[src/rtm_pkg.sv]
// shared constants, register map and state type of the reload timer bank
`default_nettype none

package rtm_pkg;

    // structure of the bank
    localparam int NUM_TMR = 4;
    localparam int CNT_W = 16;
    localparam int PRESCALE_SELECT_W = 12;
    localparam int ADDR_W = 8;

    // per-timer register offsets, timer n sits at n * TMR_STRIDE
    localparam logic [7:0] TMR_STRIDE = 8'h10;
    localparam logic [3:0] OFS_CTL = 4'h0;
    localparam logic [3:0] OFS_CNT = 4'h4;
    localparam logic [3:0] OFS_CMP = 4'h8;

    // bank-wide registers
    localparam logic [7:0] OFS_INT_STAT = 8'h40;
    localparam logic [7:0] OFS_INT_MASK = 8'h44;
    localparam logic [7:0] OFS_PIN_STAT = 8'h48;

    // timer_control_reg field positions
    localparam int CTL_EN_BIT = 0;
    localparam int CTL_MODE_LSB = 1;
    localparam int CTL_POL_BIT = 4;
    localparam int CTL_OEN_BIT = 5;
    localparam int CTL_PRESCALE_SELECT_LSB = 16;

    // pin status field positions
    localparam int PIN_OUT_LSB = 0;
    localparam int PIN_IN_LSB = 8;

    // operating_mode_field encodings
    localparam logic [2:0] MODE_ONESHOT = 3'h0;
    localparam logic [2:0] MODE_CONT = 3'h1;

    // reset and reload values
    localparam logic [15:0] CNT_RELOAD = 16'h0001;
    localparam logic [15:0] CNT_RST = 16'h0001;
    localparam logic [15:0] CMP_RST = 16'h0000;
    localparam logic [11:0] PRESCALE_SELECT_RST = 12'h000;

    // whole state of the bank, one packed word
    typedef struct packed {
        logic [3:0] en;
        logic [3:0][2:0] mode;
        logic [3:0] pol;
        logic [3:0] oen;
        logic [3:0][11:0] prescale_select;
        logic [3:0][15:0] cnt;
        logic [3:0][15:0] cmp;
        logic [3:0] out;
        logic [3:0] stat;
        logic [3:0] mask;
        logic [31:0] rdata;
    } rtm_state_t;

endpackage

`default_nettype wire

[src/rtm_sync3.sv]
// three-stage synchroniser that accepts a change once stages two and three agree
`default_nettype none

module rtm_sync3 #(
    parameter int W = 4
) (
    // clock and reset
    input wire logic clk_sys,
    input wire logic rst,
    // asynchronous level in, filtered level out
    input wire logic [W-1:0] async_in,
    output logic [W-1:0] sync_out
);

    typedef struct packed {
        logic [W-1:0] s1;
        logic [W-1:0] s2;
        logic [W-1:0] s3;
        logic [W-1:0] lvl;
    } rtm_sync_t;

    rtm_sync_t st_r;
    rtm_sync_t st_nxt;

    // s1 feeds only s2; the level moves only where s2 and s3 agree
    always_comb begin
        st_nxt = st_r;
        st_nxt.s1 = async_in;
        st_nxt.s2 = st_r.s1;
        st_nxt.s3 = st_r.s2;
        for (int i = 0; i < W; i++) begin
            if (st_r.s2[i] == st_r.s3[i]) begin
                st_nxt.lvl[i] = st_r.s3[i];
            end
        end
    end

    always_ff @(posedge clk_sys or posedge rst) begin
        if (rst) begin
            st_r <= '0;
        end else begin
            st_r <= st_nxt;
        end
    end

    assign sync_out = st_r.lvl;

endmodule // rtm_sync3

`default_nettype wire

[src/rtm_prescaler.sv]
// prescaler: one tick every (ratio_m1 + 1) cycles while run is high
`default_nettype none

module rtm_prescaler #(
    parameter int W = 12
) (
    // clock and reset
    input wire logic clk_sys,
    input wire logic rst,
    // control
    input wire logic run,
    input wire logic [W-1:0] ratio_m1,
    // one-cycle count enable
    output logic tick
);

    typedef struct packed {
        logic [W-1:0] cnt;
    } rtm_prescale_select_t;

    rtm_prescale_select_t st_r;
    rtm_prescale_select_t st_nxt;

    // restarting from zero whenever run drops keeps the first period whole
    always_comb begin
        st_nxt = st_r;
        if (!run || tick) begin
            st_nxt.cnt = '0;
        end else begin
            st_nxt.cnt = st_r.cnt + W'(1);
        end
    end

    always_ff @(posedge clk_sys or posedge rst) begin
        if (rst) begin
            st_r <= '0;
        end else begin
            st_r <= st_nxt;
        end
    end

    assign tick = run && (st_r.cnt == ratio_m1);

endmodule // rtm_prescaler

`default_nettype wire

[src/rtm_timer_bank.sv]
// bank of four reloadable 16-bit up-counting timers with register port
//
// How it works
// - each timer has a 16-bit counter that only counts up.
// - prescale ratio is programmable from 1 to 4096 clocks per count.
// - past FFFFh with no match the counter wraps to 0000h and goes on.
// - reload 0000h with prescale 4096 gives the longest timeout via a wrap.
// - mode 000 selects one-shot, counting from current value toward reload.
// - one-shot match raises the interrupt and loads 0001h into the count.
// - after a one-shot match the timer clears its enable and stops.
// - mode 001 selects continuous, repeatedly running up to the reload value.
// - continuous match raises the interrupt, holds the reload value, loads 0001h on the next step.
// - a written start count only affects the first continuous pass.
// - in both modes the count source is clk_sys through the prescaler.
// - one-shot timeout is (reload - start) times prescale in clk_sys cycles.
// - the output pin starts at the polarity bit when the timer is enabled.
// - four independent timer instances sit on the register port.
// - with output enabled the pin inverts on every reload match.
`default_nettype none

module rtm_timer_bank (
    // clock and reset
    input wire logic clk_sys,
    input wire logic rst,
    // register port
    input wire logic [7:0] reg_addr,
    input wire logic [31:0] reg_wdata,
    input wire logic reg_wr,
    input wire logic reg_rd,
    output logic [31:0] reg_rdata,
    // timer pins
    input wire logic [3:0] tmr_in,
    output logic [3:0] tmr_out,
    output logic [3:0] tmr_out_oe,
    // interrupt
    output logic irq
);

    rtm_pkg::rtm_state_t s_r;
    rtm_pkg::rtm_state_t s_nxt;

    logic [3:0] tick;
    logic [3:0] run;
    logic [3:0] in_lvl;

    // only the two covered modes advance the counter; others hold
    function automatic logic mode_runs(input logic [2:0] m);
        mode_runs = (m == rtm_pkg::MODE_ONESHOT) || (m == rtm_pkg::MODE_CONT);
    endfunction

    // one prescaled step: a count sitting on the reload value goes back to 0001h,
    // any other count goes up by one and wraps FFFFh to 0000h by itself
    function automatic logic [15:0] next_count(input logic [15:0] c, input logic [15:0] r);
        next_count = (c == r) ? rtm_pkg::CNT_RELOAD : c + 16'h0001;
    endfunction

    // address of a per-timer register of timer t
    function automatic logic hit_tmr(input logic [7:0] a, input int t,
                                     input logic [3:0] ofs);
        logic [7:0] base;
        base = 8'(t) * rtm_pkg::TMR_STRIDE;
        hit_tmr = (a == (base | {4'h0, ofs}));
    endfunction

    // control word as software sees it
    function automatic logic [31:0] ctl_word(input rtm_pkg::rtm_state_t s,
                                             input int t);
        logic [31:0] w;
        w = 32'h0000_0000;
        w[rtm_pkg::CTL_EN_BIT] = s.en[t];
        w[rtm_pkg::CTL_MODE_LSB +: 3] = s.mode[t];
        w[rtm_pkg::CTL_POL_BIT] = s.pol[t];
        w[rtm_pkg::CTL_OEN_BIT] = s.oen[t];
        w[rtm_pkg::CTL_PRESCALE_SELECT_LSB +: rtm_pkg::PRESCALE_SELECT_W] = s.prescale_select[t];
        ctl_word = w;
    endfunction

    // the external inputs come from another domain
    rtm_sync3 #(
        .W(rtm_pkg::NUM_TMR)
    ) u_in_sync (
        .clk_sys(clk_sys),
        .rst(rst),
        .async_in(tmr_in),
        .sync_out(in_lvl)
    );

    // one prescaler per timer, each fed from clk_sys
    for (genvar g = 0; g < rtm_pkg::NUM_TMR; g++) begin : g_tmr
        assign run[g] = s_r.en[g] && mode_runs(s_r.mode[g]);
        rtm_prescaler #(
            .W(rtm_pkg::PRESCALE_SELECT_W)
        ) u_prescale_select (
            .clk_sys(clk_sys),
            .rst(rst),
            .run(run[g]),
            .ratio_m1(s_r.prescale_select[g]),
            .tick(tick[g])
        );
    end

    // counting, matches, register writes and read capture
    always_comb begin
        logic [3:0] evt;
        logic [3:0] hit_ctl;
        logic [3:0] hit_cnt;
        logic [3:0] hit_cmp;
        logic [31:0] rd_word;
        logic [15:0] step;
        evt = 4'h0;
        step = 16'h0000;
        hit_ctl = 4'h0;
        hit_cnt = 4'h0;
        hit_cmp = 4'h0;
        rd_word = 32'h0000_0000;
        s_nxt = s_r;

        for (int t = 0; t < rtm_pkg::NUM_TMR; t++) begin
            hit_ctl[t] = hit_tmr(reg_addr, t, rtm_pkg::OFS_CTL);
            hit_cnt[t] = hit_tmr(reg_addr, t, rtm_pkg::OFS_CNT);
            hit_cmp[t] = hit_tmr(reg_addr, t, rtm_pkg::OFS_CMP);

            // the event fires on the step that lands on the reload value, so a
            // first pass lasts (reload - start) steps; in continuous mode the count
            // shows the reload value until the next step puts it back to 0001h,
            // which makes every later pass exactly reload steps long
            if (tick[t]) begin
                step = next_count(s_r.cnt[t], s_r.cmp[t]);
                s_nxt.cnt[t] = step;
                if (step == s_r.cmp[t]) begin
                    evt[t] = 1'b1;
                    if (s_r.oen[t]) begin
                        s_nxt.out[t] = ~s_r.out[t];
                    end
                    if (s_r.mode[t] == rtm_pkg::MODE_ONESHOT) begin
                        s_nxt.cnt[t] = rtm_pkg::CNT_RELOAD;
                        s_nxt.en[t] = 1'b0;
                    end
                end
            end

            // software writes win over the hardware step of the same cycle
            if (reg_wr && hit_ctl[t]) begin
                s_nxt.en[t] = reg_wdata[rtm_pkg::CTL_EN_BIT];
                s_nxt.mode[t] = reg_wdata[rtm_pkg::CTL_MODE_LSB +: 3];
                s_nxt.pol[t] = reg_wdata[rtm_pkg::CTL_POL_BIT];
                s_nxt.oen[t] = reg_wdata[rtm_pkg::CTL_OEN_BIT];
                s_nxt.prescale_select[t] = reg_wdata[rtm_pkg::CTL_PRESCALE_SELECT_LSB +: rtm_pkg::PRESCALE_SELECT_W];
                // enable going 0 -> 1 loads the initial output level
                if (!s_r.en[t] && reg_wdata[rtm_pkg::CTL_EN_BIT]) begin
                    s_nxt.out[t] = reg_wdata[rtm_pkg::CTL_POL_BIT];
                end
            end
            if (reg_wr && hit_cnt[t]) begin
                s_nxt.cnt[t] = reg_wdata[15:0];
            end
            if (reg_wr && hit_cmp[t]) begin
                s_nxt.cmp[t] = reg_wdata[15:0];
            end

            // read mux for the per-timer registers
            if (hit_ctl[t]) begin
                rd_word = ctl_word(s_r, t);
            end
            if (hit_cnt[t]) begin
                rd_word = {16'h0000, s_r.cnt[t]};
            end
            if (hit_cmp[t]) begin
                rd_word = {16'h0000, s_r.cmp[t]};
            end
        end

        // sticky status: write one clears, a new event in the same cycle wins
        if (reg_wr && reg_addr == rtm_pkg::OFS_INT_STAT) begin
            s_nxt.stat = s_r.stat & ~reg_wdata[3:0];
        end
        s_nxt.stat = s_nxt.stat | evt;

        if (reg_wr && reg_addr == rtm_pkg::OFS_INT_MASK) begin
            s_nxt.mask = reg_wdata[3:0];
        end

        // bank-wide reads; unmapped addresses read zero
        if (reg_addr == rtm_pkg::OFS_INT_STAT) begin
            rd_word = {28'h000_0000, s_r.stat};
        end
        if (reg_addr == rtm_pkg::OFS_INT_MASK) begin
            rd_word = {28'h000_0000, s_r.mask};
        end
        if (reg_addr == rtm_pkg::OFS_PIN_STAT) begin
            rd_word = 32'h0000_0000;
            rd_word[rtm_pkg::PIN_OUT_LSB +: 4] = s_r.out;
            rd_word[rtm_pkg::PIN_IN_LSB +: 4] = in_lvl;
        end

        // read data stand only in the cycle after the strobe
        s_nxt.rdata = reg_rd ? rd_word : 32'h0000_0000;
    end

    // single register stage for the whole bank
    always_ff @(posedge clk_sys or posedge rst) begin
        if (rst) begin
            s_r.en <= 4'h0;
            s_r.mode <= {4{rtm_pkg::MODE_ONESHOT}};
            s_r.pol <= 4'h0;
            s_r.oen <= 4'h0;
            s_r.prescale_select <= {4{rtm_pkg::PRESCALE_SELECT_RST}};
            s_r.cnt <= {4{rtm_pkg::CNT_RST}};
            s_r.cmp <= {4{rtm_pkg::CMP_RST}};
            s_r.out <= 4'h0;
            s_r.stat <= 4'h0;
            s_r.mask <= 4'h0;
            s_r.rdata <= 32'h0000_0000;
        end else begin
            s_r <= s_nxt;
        end
    end

    // outputs straight from flops, interrupt is a level
    assign reg_rdata = s_r.rdata;
    assign tmr_out = s_r.out;
    assign tmr_out_oe = s_r.oen;
    assign irq = |(s_r.stat & s_r.mask);

endmodule // rtm_timer_bank

`default_nettype wire

[config.mk]
export PLATFORM = sky130hd
export DESIGN_NAME = rtm_timer_bank
export DESIGN_NICKNAME = d
export VERILOG_FILES = /design/src/rtm_pkg.sv /design/src/rtm_sync3.sv /design/src/rtm_prescaler.sv /design/src/rtm_timer_bank.sv
export SDC_FILE = /design/constraint.sdc
export NUM_CORES = 1
export LEC_CHECK = 0
export BUFFER_PORTS_ARGS = -buffer_cell sky130_fd_sc_hd__clkbuf_2
export CORE_AREA = 5 5 318 164
export CTS_BUF_LIST = sky130_fd_sc_hd__clkbuf_16
export DETAILED_ROUTE_END_ITERATION = 10
export DIE_AREA = 0 0 323 169
export PLACE_DENSITY_LB_ADDON = 0.1
export SLEW_MARGIN = 5
export SYNTH_ARGS = -nofsm -noshare
export SYNTH_HDL_FRONTEND = slang
export SYNTH_SLANG_ARGS = --single-unit
[constraint.sdc]
create_clock -name clk_sys -period 12.85 [get_ports clk_sys]
set_input_delay 3.2125 -clock clk_sys [delete_from_list [all_inputs] [get_ports clk_sys]]
set_output_delay 3.2125 -clock clk_sys [all_outputs]
set_load 0.01 [all_outputs]
* After elaboration in Yosys (flattened, before gate mapping)
Index checks and enable logic that the tools add are counted.
** Cells by class
- Eq/ne operators :: 34
- Bitwise operators :: 8
- Add/sub/neg operators :: 8
- Reduce and logical (&&, ||, !) cells :: 68
- Multiplexer cells :: 85
** Operators with widths (number)
- two-way mux 32 bit :: 15
- two-way mux 16 bit :: 20
- == test 16 bit :: 8
- adder 16 x 1 -> 16 bit, second input constant :: 4
- adder 12 x 1 -> 12 bit, second input constant :: 4
- == test 12 bit :: 4
- == test 8 x 6 -> 1 bit, second input constant :: 6
- two-way mux 12 bit :: 4
- two-way mux 1 bit :: 44
- nonzero test 2 bit :: 16
- two-way mux 28 bit :: 1
- logical AND 1 bit :: 26
- == test 8 x 5 -> 1 bit, second input constant :: 3
- == test 8 x 7 -> 1 bit, second input constant :: 3
- == test 3 x 1 -> 1 bit, second input constant :: 4
- logical NOT 3 bit :: 4
- AND reduction 3 bit :: 4
- AND 4 bit :: 2
- == test 8 x 3 -> 1 bit, second input constant :: 1
- == test 8 x 4 -> 1 bit, second input constant :: 1
- logical NOT 1 bit :: 8
- logical NOT 8 bit :: 1
- logical OR 1 bit :: 8
- == test 1 bit :: 4
- other kinds (5) :: 8
** Word-level totals
- Bits of input ports :: 48
- Word-level logic and storage cells :: 246
- Flip-flop bits (word level) :: 308

* Longest topological paths before layout
- Word-level depth :: 17
- Gate-level depth with buffers :: 13

* Cells and area by module
A second synthesis with hierarchy kept.
** Unflattened totals
- Cell total of the unflattened synthesis :: 2011
- Area total of the unflattened synthesis :: 19164.6 µm²
** Modules (own cells, without submodules)
- rtm_timer_bank :: cells each 1678, times used 1, area an instance 15642.5 µm²
- rtm_prescaler :: cells each 77, times used 4, area an instance 760.7 µm²
- rtm_sync3 :: cells each 25, times used 1, area an instance 479.2 µm²

* Worst setup path before layout
Ideal clock, no wire load.
- Path kind :: input -> register
- From :: in reg_addr[1]
- To :: reg s_r, in the netlist reg_rdata[1]
- Path buffers :: 1
- Setup time :: 82 ps
- Slack :: 7432 ps
- Data arrival time :: 5336 ps
- Stages on the path :: 9
- Path through :: or4b_2 > clkbuf_1 > nor2_1 > a221o_1 > a21oi_1 > o311ai_0 > a221oi_1 > or3_1 > a31oi_1
** RTL lines
- start, declared :: RTL line rtm_timer_bank.sv:26 : input wire logic [7:0] reg_addr,
- end signal, assigned :: RTL line rtm_timer_bank.sv:215 : s_r <= s_nxt;
- end, declared :: RTL line rtm_timer_bank.sv:39 : rtm_pkg::rtm_state_t s_r;

==> reports/results.tsv <==
stage	metric	value	unit
clocking	clk sinks	304	
clocking	Clock Path Buffers	3	
finish	multi-input logic area	10300	um2
clocking	Worst-Skew Late Latency	600	ps
flow_run	maxcap violations	0	
placed_design	routability cong.	0.924	
yosys	Syn Area/Cell	9.41	um2
worst_setup_path	Cell Chain, Critical Path	clkbuf_2, nor3_1, nand2b_1, nor2_1, buf_4, a221o_1, a21oi_1, o311ai_0, a221o_1, o221ai_1, a21oi_1	
grt	grt total ovfl	0	
yosys	Synth async-reset ratio	1.00	
drt	vias	15900	
yosys	Gate Count Post-Synth	2007	
finish	layout cells sized above 1	0.160	
floorplanning	Die ar.	54600	um2
drt	Detailed Routing Iterations Pass 1	6	
worst_setup_path	Bufs and invs on worst path	2	
sta	clk_skew	23.0	ps
yosys	Yosys reg bits	304	
floorplanning	I/O pin count	89	
worst_setup_path	Required @ worst endpoint	13350	ps
sta	post-layout min period	6100	ps
worst_setup_path	Critical Path Start Type	input port	
power_and_ir_drop	peak supply drop	88.8	uV
floorplanning	num rows	58	
drt	Final ANT Viol Nets	0	
grt	number of global-route vias before repair	15000	
yosys	Top FF cell, synth	dfrtp_1	
floorplanning	core area	49300	um2
sta	setup tns final	0	ps
placed_design	number of port buffers	80	
finish	Layout Nets	2006	
sta	period utilisation layout	0.475	
finish	FF+latch area	7610	um2
clocking	# H-tree levels	1	
sta	max frequency	164	MHz
power_and_ir_drop	Tot Pwr	2.97	mW
clocking	CTS tree	built	
worst_setup_path	CP max stage delay	940	ps
finish	fillcell total	4881	
grt	initial antenna violation count	2	
grt	maximum number of pins on one net before global-route repair	114	
sta	final setup margin	6750	ps
drt	DR iter-0 viols	1716	
grt	Total GRT Usage	0.239	
yosys	Seq/Total Area, Yosys	0.403	
clocking	post-CTS sizing	0	
sta	RSZ-0062 raised after global routing	no	
worst_setup_path	CP Max Fanout	19	
clocking	Root Driver	clkbuf_16	
yosys	number of synthesized flops with an enable pin	0	
grt	first-pass GRT wire length	99800	um
floorplanning	die width	323	um
worst_setup_path	Setup Crit Path Kind	in -> reg	
clocking	CTS clk-pin slew, worst paths	60	ps
outcome	status	finished, final reports clean	
clocking	Post-CTS Hold Buffers	0	
drt	DR WL/cell	25.1	um
worst_setup_path	cell family with most CP delay	compound AO/OA/AOI/OAI gates	
power_and_ir_drop	power per cell area	146	nW/um2
worst_setup_path	Worst path slowest cell	o311ai_0	
sta	setup violators final	0	
drt	Vias/cell	6.04	
sta	Final Hold Violating Endpoints	0	
clocking	postcts setup bufs	0	
yosys	synth unique cells	94	
finish	Synth-to-Final Area Change	7.87	%
drt	drt total wl	66300	um
drt	DRC violations left	0	
floorplanning	initial cell density of the core	0.383	
yosys	Synth Warn #	0	
floorplanning	Die Ht	169	um
yosys	Mapped Area	18900	um2
clocking	CTS buffer count	31	
sta	Max-Slew Margin vs Limit	0.213	
worst_setup_path	Worst Path Arrival	6600	ps
sta	worst slew pin tran	1180	ps
power_and_ir_drop	P_leak	8.79	nW
placed_design	HPWL Detailed	47500	um
worst_setup_path	crit end category	flop	
sta	Final Max Slew Viols	0	
placed_design	pre-CTS setup slack	6200	ps
worst_hold_path	Hold Path Class	reg -> reg	
stage by stage:
step | util | hold slack, ps | cell area, um2 | cells
final | 0.413 | 348 | 20400 | 2635
after global routing | 0.413 | 359 | 20400 | 2634
after CTS | 0.413 | 350 | 20400 | 2634
after detailed placement | 0.392 | 335 | 19300 | 2577
after global placement | 0.392 | 332 | 19300 | 2577
after floorplan | - | 331 | 18900 | 2010
final cells by class:
class                           count  share of cell area
Antenna cell                        1            0.000123
Clock buffer                       31              0.0381
Clock inverter                     26              0.0138
Inverter                           29             0.00571
Multi-Input combinational cell   1490               0.503
Sequential cell                   304               0.374
Tap cell                          660              0.0405
Timing Repair Buffer               94              0.0248
report_power, final:
group          internal, mW  switching [mW]  total [mW]
logic                 0.308           0.443       0.751
registers              1.04           0.197        1.24
clock network         0.559           0.420       0.979
total                  1.91            1.06        2.97
final timing paths:
path,end,depth (start not counted),start,slack [ps]
worst max-delay path,reg_rdata[4],11,reg_addr[1],6750
worst min-delay path,u_in_sync.st_nxt[4],0,u_in_sync.st_nxt[8],350
worst max register to register,s_r[118],10,s_r[108],8420
worst min register to register,u_in_sync.st_nxt[4],0,u_in_sync.st_nxt[8],350
max in group asynchronous,u_in_sync.st_r[6],4,rst,7960
min in group asynchronous,s_r[115],2,rst,2720
flip-flops by register name (all words and copies together), names as in the netlist:
signal                        flops
reg_rdata                        28
tmr_out                           4
s_r                             204
u_in_sync.sync_out                4
tmr_out_oe                        4
u_in_sync.st_nxt                  8
g_tmr.u_prescale_select.st_r     48
u_in_sync.st_r                    4
cell usage in the layout (no fill, tap or decap), types with 12 or more instances in the layout:
cell	netlist	final
clkbuf_2	5	80
nor3_1	35	35
mux2_2	135	135
xor2_1	131	131
a31oi_1	39	39
nor4_1	41	41
or4_1	12	12
nand2_1	149	149
nand3_1	81	81
buf_4	45	14
a221oi_1	17	17
a22oi_1	51	51
nand4_1	37	37
xnor2_1	81	81
o211ai_1	16	16
inv_1	28	32
and2_1	12	12
clkbuf_16	0	31
o21ai_0	67	67
or3_1	21	21
o22ai_1	25	25
a21oi_1	87	87
o21a_1	24	24
dfrtp_1	300	300
and3_1	26	26
nor2_1	173	173
synth_stat cells, drive strengths merged (51+ instances only):
cell / number / share of area
a21oi: 87 / 0.023
nor2: 173 / 0.034
nand2: 149 / 0.030
a22oi: 51 / 0.020
xor2: 131 / 0.061
o21ai: 77 / 0.020
nand3: 81 / 0.021
dfrtp: 300 / 0.40
buf: 90 / 0.030
clkbuf: 97 / 0.020
xnor2: 81 / 0.038
mux2: 135 / 0.080
routing by layer:
| metal | vias up | share of wire | track usage |
|---|---|---|---|
| li1 | 7164 | - | - |
| met1 | 8083 | 0.51 | 0.395 |
| met2 | 608 | 0.38 | 0.301 |
| met3 | 67 | 0.099 | 0.0740 |
| met4 | 0 | 0.014 | 0.0364 |
| met5 | - | 0 | 0 |
cell families (layout without fill, tap and decap cells):
logic type / count (synthesis) / in the layout / synth area share
AND/OR/NAND/NOR: 685 / 685 / 0.190
AO/OA/AOI/OAI: 435 / 435 / 0.158
flip-flops: 304 / 304 / 0.403
XOR/XNOR: 217 / 217 / 0.104
buffers and inverters: 216 / 180 / 0.0555
multiplexers: 137 / 137 / 0.0815
adder cells (fa/ha/maj): 12 / 12 / 0.00742
other: 1 / 5 / 0.000198
Note: power is estimated with default switching activity, not from simulation.
